--- config.mk ---
export PLATFORM = sky130hd
export DESIGN_NAME = uart_timer_flow_ctrl
export DESIGN_NICKNAME = d
export VERILOG_FILES = /design/src/inc/uart_tfc_pkg.sv /design/src/hw/uart_timer_flow_ctrl.sv
export SDC_FILE = /design/constraint.sdc
export NUM_CORES = 1
export LEC_CHECK = 0
export BUFFER_PORTS_ARGS = -buffer_cell sky130_fd_sc_hd__buf_2
export CAP_MARGIN = 20
export CORE_MARGIN = 2
export CORE_UTILIZATION = 45
export DETAILED_ROUTE_END_ITERATION = 12
export GPL_TIMING_DRIVEN = 0
export HOLD_SLACK_MARGIN = 0.05
export SETUP_SLACK_MARGIN = 0.05
export SKIP_LAST_GASP = 1
export SYNTH_ARGS = -nofsm -noshare
export SYNTH_HDL_FRONTEND = slang
export SYNTH_SLANG_ARGS = --single-unit
--- constraint.sdc ---
create_clock -name CORE_CLK_I -period 2.4 [get_ports CORE_CLK_I]
set_input_delay 0.72 -clock CORE_CLK_I [delete_from_list [all_inputs] [get_ports CORE_CLK_I]]
set_output_delay 0.72 -clock CORE_CLK_I [all_outputs]
set_load 0.01 [all_outputs]
--- src/inc/uart_tfc_pkg.sv ---
// Constants for the timer, flow-control and interrupt-gating slice of the UART
package uart_tfc_pkg;
  // ==========================================================
  // Register addresses (4-bit register port)
  localparam logic [3:0] ADDR_MODE_ONE = 4'h0;
  localparam logic [3:0] ADDR_STATUS = 4'h1;
  localparam logic [3:0] ADDR_CLK_SEL = 4'h1;
  localparam logic [3:0] ADDR_RATE_TOGGLE = 4'h2;
  localparam logic [3:0] ADDR_COMMAND = 4'h2;
  localparam logic [3:0] ADDR_TX_HOLD = 4'h3;
  localparam logic [3:0] ADDR_AUX_CTRL = 4'h4;
  localparam logic [3:0] ADDR_INT_STATUS = 4'h5;
  localparam logic [3:0] ADDR_INT_MASK = 4'h5;
  localparam logic [3:0] ADDR_PRESET_HI = 4'h6;
  localparam logic [3:0] ADDR_PRESET_LO = 4'h7;
  localparam logic [3:0] ADDR_MODE_TWO = 4'h8;
  localparam logic [3:0] ADDR_RATE_INFO = 4'h9;
  // ==========================================================
  // Field positions
  localparam int MR1_RX_FLOW_BIT = 7;
  localparam int MR2_CTS_EN_BIT = 4;
  localparam int IMR_MPI_BIT = 6;
  localparam int ISR_CT_READY_BIT = 4;
  localparam int ISR_TX_EMPTY_BIT = 1;
  localparam int ISR_TX_READY_BIT = 0;
  localparam int ACR_RATE_SET_BIT = 7;
  localparam int ACR_CT_MODE_MSB = 6;
  localparam int ACR_CT_MODE_LSB = 4;
  localparam int ACR_OUT_SEL_MSB = 2;
  localparam int ACR_OUT_SEL_LSB = 0;
  localparam int MR1_WAKE_MSB = 4;
  localparam int MR1_WAKE_LSB = 3;
  // ==========================================================
  // Command codes in the upper nibble, enable/disable bit positions in the lower nibble of the command register
  localparam logic [3:0] CMD_RX_RESET = 4'h4;
  localparam logic [3:0] CMD_START_CT = 4'h8;
  localparam logic [3:0] CMD_STOP_CT = 4'h9;
  localparam logic [3:0] CMD_OUT_SET = 4'hA;
  localparam logic [3:0] CMD_OUT_CLR = 4'hB;
  localparam int CMD_TX_EN_BIT = 2;
  localparam int CMD_TX_DIS_BIT = 3;
  localparam int CMD_RX_EN_BIT = 0;
  // ==========================================================
  // Output select and rate codes
  localparam logic [2:0] OSEL_RTS = 3'h0;
  localparam logic [2:0] OSEL_CT = 3'h1;
  localparam logic [3:0] RATE_TIMER = 4'hD;
  localparam logic [3:0] RATE_EXT16 = 4'hE;
  localparam logic [3:0] RATE_EXT1 = 4'hF;
  localparam logic [1:0] WAKE_MODE = 2'h3;
  // ==========================================================
  // Reset values and timing
  localparam logic [7:0] RESET_BYTE = 8'h00;
  localparam logic [15:0] PRESET_RESET = 16'h0002;
  localparam int BIT_TICKS_16X = 16;
  localparam int DISABLE_WIN_16X = 3;
  localparam int RX_FIFO_DEPTH = 3;
  localparam logic [4:0] PERIOD_RESET = 5'h10;
endpackage : uart_tfc_pkg

--- src/hw/uart_timer_flow_ctrl.sv ---
// Timer, flow control, rate select and interrupt gating of the UART
`timescale 1ns/10ps
// Function
// RULE_01: Masked status bits drive low interrupt output
// RULE_02: Mask bit six plus high input interrupts
// RULE_03: Software loads preset bytes, never below two
// RULE_04: Timer square wave period twice preset
// RULE_05: Preset change waits for next half-period
// RULE_06: Timer ready once per cycle; stop clears
// RULE_07: Counter starts on command, runs past zero
// RULE_08: Counter output high until terminal, stop restores
// RULE_09: New preset used only at start
// RULE_10: Clear-to-send high halts after current character
// RULE_11: Full FIFO plus fourth start raises request
// RULE_12: Commands 1010/1011 set and clear output bit
// RULE_13: Output pin is NAND of bit and flow
// RULE_14: Flow control off restores plain output bit
// RULE_15: Early disable after load sends nothing
// RULE_16: Underrun load then disable discards character
// RULE_17: Transmit empty set when underrun or enabled
// RULE_18: Hold moved in start bit; ready after
// RULE_19: Clock select table, 1101 timer, external codes
// RULE_20: Read of address two toggles test rates
// RULE_21: Receiver reset keeps all programming intact
// RULE_22: Software leaves wake-up before receiver reset
// RULE_23: Output select 000 request, 001 timer
// RULE_24: Timer reloads and toggles at each zero
module uart_timer_flow_ctrl
  import uart_tfc_pkg::*;
(
  input wire logic CORE_CLK_I, // 250 MHz core clock
  input wire logic RESET_N_I, // Async reset, active low
  input wire logic [3:0] ADDR_I, // Register address
  input wire logic [7:0] WDATA_I, // Write data
  input wire logic WR_I, // Write strobe
  input wire logic RD_I, // Read strobe
  output logic [7:0] RDATA_O, // Read data, next cycle
  input wire logic MPI_PIN_I, // Multipurpose input, clear_to_send_n
  input wire logic CT_CLK_I, // Selected counter/timer clock pin
  input wire logic TX_TICK_I, // 16x transmit tick from datapath
  input wire logic TX_CHAR_DONE_I, // Last stop bit shifted out
  input wire logic RX_START_I, // Receiver start bit detected
  input wire logic RX_FIFO_FULL_I, // Receive FIFO holds three
  output logic IRQ_OUT_N_O, // Interrupt, active low
  output logic MPO_PIN_O, // Multipurpose output pin
  output logic TX_LOAD_O, // Pulse: move hold to shift reg
  output logic TX_HALT_O, // Transmitter held by flow control
  output logic RX_RESET_O, // Pulse: receiver reset
  output logic [3:0] RX_RATE_O, // Receiver rate code
  output logic [3:0] TX_RATE_O, // Transmitter rate code
  output logic RATE_TEST_O, // Extended rate table active
  output logic RATE_SET_O // Rate set bit
);

  // ==========================================================
  // State
  typedef struct packed {
    logic [1:0] rst_sync;
    logic [2:0] mpi_sync;
    logic mpi_level;
    logic [2:0] ctc_sync;
    logic ctc_level;
    logic [7:0] mode_one;
    logic [7:0] mode_two;
    logic [7:0] clk_sel;
    logic [7:0] aux_ctrl;
    logic [7:0] int_mask;
    logic [7:0] preset_hi;
    logic [7:0] preset_lo;
    logic [15:0] count;
    logic ct_running;
    logic ct_ready;
    logic ct_wave;
    logic ct_half;
    logic out_bit;
    logic rts_flow;
    logic rate_test;
    logic tx_enabled;
    logic tx_hold_full;
    logic tx_in_char;
    logic tx_ready;
    logic tx_empty;
    logic [4:0] tx_ticks;
    logic tx_load;
    logic rx_reset;
    logic [7:0] rdata;
  } state_t;

  state_t q, d;

  logic mpi_high;
  logic ct_edge;
  logic [7:0] int_status;
  logic ct_zero;
  logic ct_set;

  function automatic logic [15:0] preset_of(input state_t s);
    preset_of = {s.preset_hi, s.preset_lo};
  endfunction : preset_of

  function automatic logic timer_mode(input state_t s);
    timer_mode = s.aux_ctrl[ACR_CT_MODE_MSB];
  endfunction : timer_mode

  assign mpi_high = q.mpi_level;
  assign ct_zero = (q.count == 16'h0001) || (q.count == 16'h0000);

  always_comb begin
    int_status = 8'h00;
    int_status[IMR_MPI_BIT] = mpi_high;
    int_status[ISR_CT_READY_BIT] = q.ct_ready;
    int_status[ISR_TX_EMPTY_BIT] = q.tx_empty;
    int_status[ISR_TX_READY_BIT] = q.tx_ready;
  end

  // ==========================================================
  // Next state
  always_comb begin
    d = q;
    ct_set = 1'b0;
    // Two-flop release so every register leaves reset on one edge
    d.rst_sync = {q.rst_sync[0], 1'b1};
    d.mpi_sync = {q.mpi_sync[1:0], MPI_PIN_I};
    // A change counts only once two stages agree, so a runt is lost
    if (q.mpi_sync[2] == q.mpi_sync[1]) begin
      d.mpi_level = q.mpi_sync[2];
    end
    d.ctc_sync = {q.ctc_sync[1:0], CT_CLK_I};
    if (q.ctc_sync[2] == q.ctc_sync[1]) begin
      d.ctc_level = q.ctc_sync[2];
    end
    ct_edge = d.ctc_level && !q.ctc_level;
    d.tx_load = 1'b0;
    d.rx_reset = 1'b0;
    d.rdata = 8'h00;

    // Counter/timer
    if (ct_edge) begin
      if (timer_mode(q)) begin
        // RULE_24: auto reload
        if (ct_zero) begin
          // RULE_05: new preset only at boundary
          d.count = preset_of(q);
          // RULE_04: toggle each half
          d.ct_wave = !q.ct_wave;
          d.ct_half = !q.ct_half;
          // RULE_06: once per full cycle
          if (q.ct_half) begin
            d.ct_ready = 1'b1;
            ct_set = 1'b1;
          end
        end else begin
          d.count = q.count - 16'h0001;
        end
      end else if (q.ct_running) begin
        // RULE_07: keeps counting past terminal
        d.count = q.count - 16'h0001;
        if (q.count == 16'h0001) begin
          d.ct_ready = 1'b1;
          ct_set = 1'b1;
          // RULE_08: low at terminal count
          d.ct_wave = 1'b0;
        end
      end
    end

    // RULE_11: flow control raises request
    // Request drops only once the FIFO has room again
    if (q.mode_one[MR1_RX_FLOW_BIT] && RX_FIFO_FULL_I && RX_START_I) begin
      d.rts_flow = 1'b1;
    end else if (!RX_FIFO_FULL_I) begin
      d.rts_flow = 1'b0;
    end

    // Transmitter timing
    // Halt gates only the next start; a char in flight runs out
    if (TX_TICK_I && q.tx_enabled) begin
      if (q.tx_hold_full && !q.tx_in_char && !TX_HALT_O) begin
        d.tx_in_char = 1'b1;
        d.tx_ticks = 5'h00;
        d.tx_empty = 1'b0;
      end else if (q.tx_in_char && q.tx_ticks != PERIOD_RESET) begin
        d.tx_ticks = q.tx_ticks + 5'h01;
        // RULE_18: transfer in start bit
        if (q.tx_ticks == 5'(DISABLE_WIN_16X - 1)) begin
          d.tx_load = 1'b1;
          d.tx_hold_full = 1'b0;
        end
        if (q.tx_ticks == 5'(BIT_TICKS_16X - 1)) begin
          d.tx_ready = 1'b1;
        end
      end
    end
    if (TX_CHAR_DONE_I) begin
      d.tx_in_char = 1'b0;
      // RULE_17: underrun shows empty
      d.tx_empty = !q.tx_hold_full;
    end

    // Register writes
    if (WR_I) begin
      unique case (ADDR_I)
        ADDR_MODE_ONE: d.mode_one = WDATA_I;
        ADDR_MODE_TWO: d.mode_two = WDATA_I;
        ADDR_CLK_SEL: d.clk_sel = WDATA_I;
        ADDR_AUX_CTRL: d.aux_ctrl = WDATA_I;
        ADDR_INT_MASK: d.int_mask = WDATA_I;
        // RULE_09: stored only; loaded at start
        ADDR_PRESET_HI: d.preset_hi = WDATA_I;
        ADDR_PRESET_LO: d.preset_lo = WDATA_I;
        ADDR_TX_HOLD: begin
          d.tx_hold_full = 1'b1;
          d.tx_ready = 1'b0;
        end
        ADDR_COMMAND: begin
          if (WDATA_I[CMD_TX_EN_BIT]) begin
            d.tx_enabled = 1'b1;
            // RULE_17: set on enable
            d.tx_empty = !q.tx_in_char;
            d.tx_ready = !q.tx_hold_full;
          end
          if (WDATA_I[CMD_TX_DIS_BIT]) begin
            d.tx_enabled = 1'b0;
            // RULE_15: early disable drops char
            // RULE_16: underrun load discarded
            // Past the load window the char in flight is already committed
            if (q.tx_hold_full && !d.tx_load) begin
              d.tx_hold_full = 1'b0;
              d.tx_in_char = q.tx_in_char && q.tx_ticks >= 5'(DISABLE_WIN_16X);
              d.tx_ready = 1'b1;
              d.tx_empty = !d.tx_in_char;
            end
          end
          unique case (WDATA_I[7:4])
            // RULE_21: only receiver state resets
            CMD_RX_RESET: d.rx_reset = 1'b1;
            CMD_START_CT: begin
              d.ct_running = 1'b1;
              d.count = preset_of(q);
              d.ct_wave = 1'b1;
              d.ct_ready = 1'b0;
            end
            // RULE_06: stop clears flag
            // RULE_08: stop restores output
            CMD_STOP_CT: begin
              d.ct_running = 1'b0;
              // A count event in the same cycle wins over the stop
              d.ct_ready = ct_set;
              if (!timer_mode(q)) begin
                d.ct_wave = 1'b1;
              end
            end
            // RULE_12: output bit commands
            CMD_OUT_SET: d.out_bit = 1'b1;
            CMD_OUT_CLR: d.out_bit = 1'b0;
            default: ;
          endcase
        end
        default: ;
      endcase
    end

    // Register reads
    if (RD_I) begin
      unique case (ADDR_I)
        ADDR_MODE_ONE: d.rdata = q.mode_one;
        ADDR_STATUS: d.rdata = {4'h0, q.tx_empty, q.tx_ready, 2'b00};
        // RULE_20: read toggles rate table
        ADDR_RATE_TOGGLE: begin
          d.rate_test = !q.rate_test;
          d.rdata = 8'h00;
        end
        // RULE_01: unmasked status read
        ADDR_INT_STATUS: d.rdata = int_status;
        // Live count, so software can poll progress
        ADDR_PRESET_HI: d.rdata = q.count[15:8];
        ADDR_PRESET_LO: d.rdata = q.count[7:0];
        ADDR_MODE_TWO: d.rdata = q.mode_two;
        ADDR_RATE_INFO: d.rdata = {6'h00, q.rate_test, q.aux_ctrl[7]};
        default: d.rdata = 8'h00;
      endcase
    end
  end

  // ==========================================================
  // Registers
  always_ff @(posedge CORE_CLK_I or negedge RESET_N_I) begin
    if (!RESET_N_I) begin
      q <= '0;
      q.preset_hi <= PRESET_RESET[15:8];
      q.preset_lo <= PRESET_RESET[7:0];
      q.ct_wave <= 1'b1;
      q.mpi_sync <= 3'b111;
      q.mpi_level <= 1'b1;
      q.tx_ready <= 1'b1;
      q.tx_empty <= 1'b1;
    end else if (!q.rst_sync[1]) begin
      q <= '0;
      q.rst_sync <= d.rst_sync;
      q.preset_hi <= PRESET_RESET[15:8];
      q.preset_lo <= PRESET_RESET[7:0];
      q.ct_wave <= 1'b1;
      q.mpi_sync <= 3'b111;
      q.mpi_level <= 1'b1;
      q.tx_ready <= 1'b1;
      q.tx_empty <= 1'b1;
    end else begin
      q <= d;
    end
  end

  // ==========================================================
  // Outputs
  logic flow_en;
  logic rts_n;
  assign flow_en = q.mode_one[MR1_RX_FLOW_BIT];
  // RULE_13: NAND of bit and flow signal
  // RULE_14: flow off leaves bit only
  assign rts_n = flow_en ? !(q.out_bit && !q.rts_flow) : !q.out_bit;

  always_comb begin
    // RULE_23: output select
    unique case (q.aux_ctrl[ACR_OUT_SEL_MSB:ACR_OUT_SEL_LSB])
      OSEL_RTS: MPO_PIN_O = rts_n;
      OSEL_CT: MPO_PIN_O = q.ct_wave;
      default: MPO_PIN_O = rts_n;
    endcase
  end

  // RULE_01: masked status gates interrupt
  // RULE_02: mpi bit is level high
  assign IRQ_OUT_N_O = !(|(int_status & q.int_mask));
  // RULE_10: clear-to-send gating
  assign TX_HALT_O = q.mode_two[MR2_CTS_EN_BIT] && mpi_high;
  assign RDATA_O = q.rdata;
  assign TX_LOAD_O = q.tx_load;
  assign RX_RESET_O = q.rx_reset;
  // RULE_19: codes go to rate generator
  assign RX_RATE_O = q.clk_sel[7:4];
  assign TX_RATE_O = q.clk_sel[3:0];
  assign RATE_TEST_O = q.rate_test;
  assign RATE_SET_O = q.aux_ctrl[ACR_RATE_SET_BIT];

endmodule : uart_timer_flow_ctrl

==> PnR_summary.wiki <==
{| class="wikitable"
! Metric !! Value
|-
| Worst hold margin || 336 ps
|-
| Dominant cell type by area after synthesis || sky130_fd_sc_hd__dfrtp_1
|-
| Count of pins on the block boundary || 45
|-
| Detailed Routing Iterations Pass 1 || 5
|-
| Area share of the largest cell type after synthesis || 41.7%
|-
| CTS sink count || 102
|-
| Req. time, crit path || 2660 ps
|-
| Largest clock skew in the final design || ~8.5 ps
|-
| Root buffer cell || sky130_fd_sc_hd__clkbuf_16
|-
| Skew-Pair Late Insertion Delay || 360 ps
|-
| Number of instances in the synthesized netlist || 617
|-
| Antenna violations before repair || 0
|-
| CTS H-Tree Depth || 3
|-
| CTS tree || done
|-
| Die X-Extent || 116 µm
|-
| Number of standard cells in the layout, taps in and fillers out || 838
|-
| Worst slew pin tran || between 800 and 900 ps
|-
| Top post-synthesis cells by area || sky130_fd_sc_hd__dfrtp_1 42%, sky130_fd_sc_hd__nand2_1 5.9%, sky130_fd_sc_hd__a21oi_1 5.6%, sky130_fd_sc_hd__nand3_1 5.2%, sky130_fd_sc_hd__dfstp_2 3.7%
|-
| # DRC || 0
|-
| Die footprint || 13400 µm²
|-
| Data arrival time of the critical path || 2550 ps
|-
| Core area || ~12000 µm²
|-
| Share of post-route cells with drive strength above 1 || approximately a fifth
|-
| Setup violations, final || 0
|-
| Cell-by-cell trace of the critical path || buf_2, buf_2, nor4_2, clkbuf_1, a22oi_1, a31oi_1
|-
| Initial Utilization || 46.6%
|-
| Highest ir drop seen on vdd || roughly 300 µV
|-
| Area of the mapped netlist || roughly 5600 µm²
|-
| Power Dens Cells || 554 nW/µm²
|-
| Total of buffers placed on input and output ports || 36
|-
| CP Buf/Inv Count || 3
|-
| Via density || slightly below 6
|-
| Routed via count || 4996
|-
| Final hold violation count || 0
|-
| Top Family by Delay on Critical Path || simple AND/OR/NAND/NOR gates
|-
| Number of warning messages in the yosys log || 0
|-
| Critical-path cell with the highest stage delay || sky130_fd_sc_hd__nor4_2
|-
| Reg2Reg Launch Point || q[27]
|-
| Worst-path fanout max || 10
|-
| RSZ-0062 raised after global routing || true
|-
| Layout Area Growth over Synthesis || 13.1%
|-
| Antenna viol nets, final || 0
|-
| Critical Path Max Stage Delay || around 740 ps
|-
| Longest Clk Path Bufs || 2
|-
| Detail-routed net length per standard cell || 19.6 µm
|-
| Most prevalent standard cell on the critical path || sky130_fd_sc_hd__buf_2
|-
| Critical path capture point type || flip-flop
|-
| Number of setup buffers added after CTS || 0
|-
| DRT iter0 DRCs || 407
|-
| Count of standard-cell rows || 40
|-
| Fraction of synthesis flops using an asynchronous set or reset pin || 100%
|-
| Post-layout nets || 693
|-
| WS Path Type || primary input to flip-flop
|-
| Mean post-synth cell area || 9.14 µm²
|-
| Final Critical Period || 2290 ps
|-
| Count of flip-flops with a built-in enable after synthesis || 0
|-
| Net count after synthesis || 645
|-
| Final HPWL DP || between 10 and 15 mm
|-
| Sequential share of the synthesized area || 45.4%
|-
| Worst-case register-to-register setup slack || 180 ps
|-
| Final period utilization || 95.5%
|-
| Pin count of the biggest net entering global routing || 65
|-
| Number of max-slew violations in the final report || 0
|-
| Final antenna diode count || 0
|-
| Overall track demand over capacity in global routing || roughly 26%
|-
| Library cells used by synthesis || 84
|-
| Worst slew margin relative to its limit || between 40 and 50%
|-
| Final global-route overflow total || 0
|-
| Highest achievable clock rate || 0.436 GHz
|-
| Main flop type after synthesis || sky130_fd_sc_hd__dfrtp_1
|-
| Routed Wire Length || 16.5 mm
|-
| Type of element launching the critical path || primary input
|-
| Clock-pin slew on the worst setup and hold paths || 70 ps
|-
| First-pass GRT wire length || between 20 and 30 mm
|-
| Weighted congestion reported at the end of routability-driven placement || 0.898
|-
| Reg2reg end || q[33]
|-
| Placed Cells incl. Taps || 822
|-
| Most common cell in the synthesized netlist || sky130_fd_sc_hd__dfrtp_1
|-
| Static Leak || 2.72 nW
|-
| Height of the chip || 116 µm
|-
| Commonest cells in the netlist || 94 x sky130_fd_sc_hd__dfrtp_1, 88 x sky130_fd_sc_hd__nand2_1, 63 x sky130_fd_sc_hd__a21oi_1
|-
| Reported max-cap violation count || 0
|-
| Post-synthesis register bit count || 102
|-
| Length in cells of the worst reg-to-reg path || 8
|-
| Number of buffers inserted during clock tree synthesis || 9
|-
| Worst min-delay path category || primary input to asynchronous set/reset pin
|-
| Outcome || finished, final reports clean
|-
| Number of global-route vias before repair || 4845
|}
## cell usage in the layout (no fill, tap or decap), drive strengths merged, types with 8 or more instances in the layout
cell type,netlist,routed
o21ai,28,28
buf,30,67
dfstp,8,8
inv,15,17
a21oi,64,64
nand2,88,88
nor2,38,38
a31oi,12,12
a22oi,15,15
nor3,15,15
dfrtp,94,94
nor4,8,8
nand3,61,61
clkbuf,26,37
## kinds of logic after synthesis
logic type | count (synthesis) | share of synthesized area [%]
XOR/XNOR | 6 | 0.932
buffers and inverters | 71 | 6.46
adder cells (fa/ha/maj) | 6 | 1.33
AND/OR/NAND/NOR | 256 | 24.8
AO/OA/AOI/OAI | 166 | 19.3
flip-flops | 102 | 45.4
other | 1 | 0.0665
multiplexers | 9 | 1.64
## through the flow
step | utilization, % | cell area (µm²) | setup TNS (ps) | power [W] | setup WS [ps]
floorplan | - | 5640 | 0 | 0.00198 | 191
global placement | 49.8 | 6030 | -53630 | 0.00210 | -534
detailed placement | 50.0 | 6060 | -4140 | 0.00211 | -281
CTS | 52.4 | 6350 | 0 | 0.00355 | 51.7
global route | 52.7 | 6380 | 0 | 0.00367 | 12.7
finish | 52.7 | 6380 | 0 | 0.00353 | 107
## worst max-delay path by stage
stage / startpoint / endpoint / slack (ps) / cells past startpoint
after floorplan: ADDR_I[2] / q[32] / 190 / 7
after global placement: RESET_N_I / TX_RATE_O[2] / -530 / 1
after detailed placement: ADDR_I[0] / q[39] / -280 / 6
after CTS: q[28] / q[39] / 50 / 8
after global routing: ADDR_I[0] / q[37] / 10 / 7
final: ADDR_I[0] / RDATA_O[1] / 110 / 6
## power by group
group          internal [W]  switching, W  total, W
logic             0.0000981      0.000228  0.000326
registers           0.00174     0.0000204   0.00176
clock network      0.000747      0.000699   0.00145
## metal layers
metal	track usage, %	part of all wire [%]	vias up	wire, µm
met5	0	0	-	0
met4	6.51	1.9	0	315
met3	5.81	6.9	22	1130
met2	41.7	47	181	7800
met1	35.0	44	2493	7200
li1	-	-	2300	-
## registers in the layout, indices dropped and copies added, names as in the netlist
| signal | flops |
|---|---|
| RX_RATE_O | 4 |
| TX_RATE_O | 4 |
| RATE_TEST_O | 1 |
| q | 72 |
| d | 5 |
| TX_LOAD_O | 1 |
| RDATA_O | 8 |
| mpi_high | 1 |
| flow_en | 1 |
| RX_RESET_O | 1 |
| RATE_SET_O | 1 |
| int_status | 3 |
## cell type report
type / instances / area [µm²]
Buffer: 56 / 308
Clock buffer: 11 / 243
Inverter: 15 / 56.3
Clock inverter: 5 / 42.5
Sequential cell: 102 / 2560
Fill cell: 1194 / 5730
Tap cell: 168 / 210
Multi-Input combinational cell: 444 / 2740
Timing Repair Buffer: 37 / 210
## timing repair
item / in CTS / in global routing
hold buffers: 0 / 0
setup endpoints to repair: 2 / 11
gates resized for setup: 2 / 6
(Power assumes the default switching activity.)
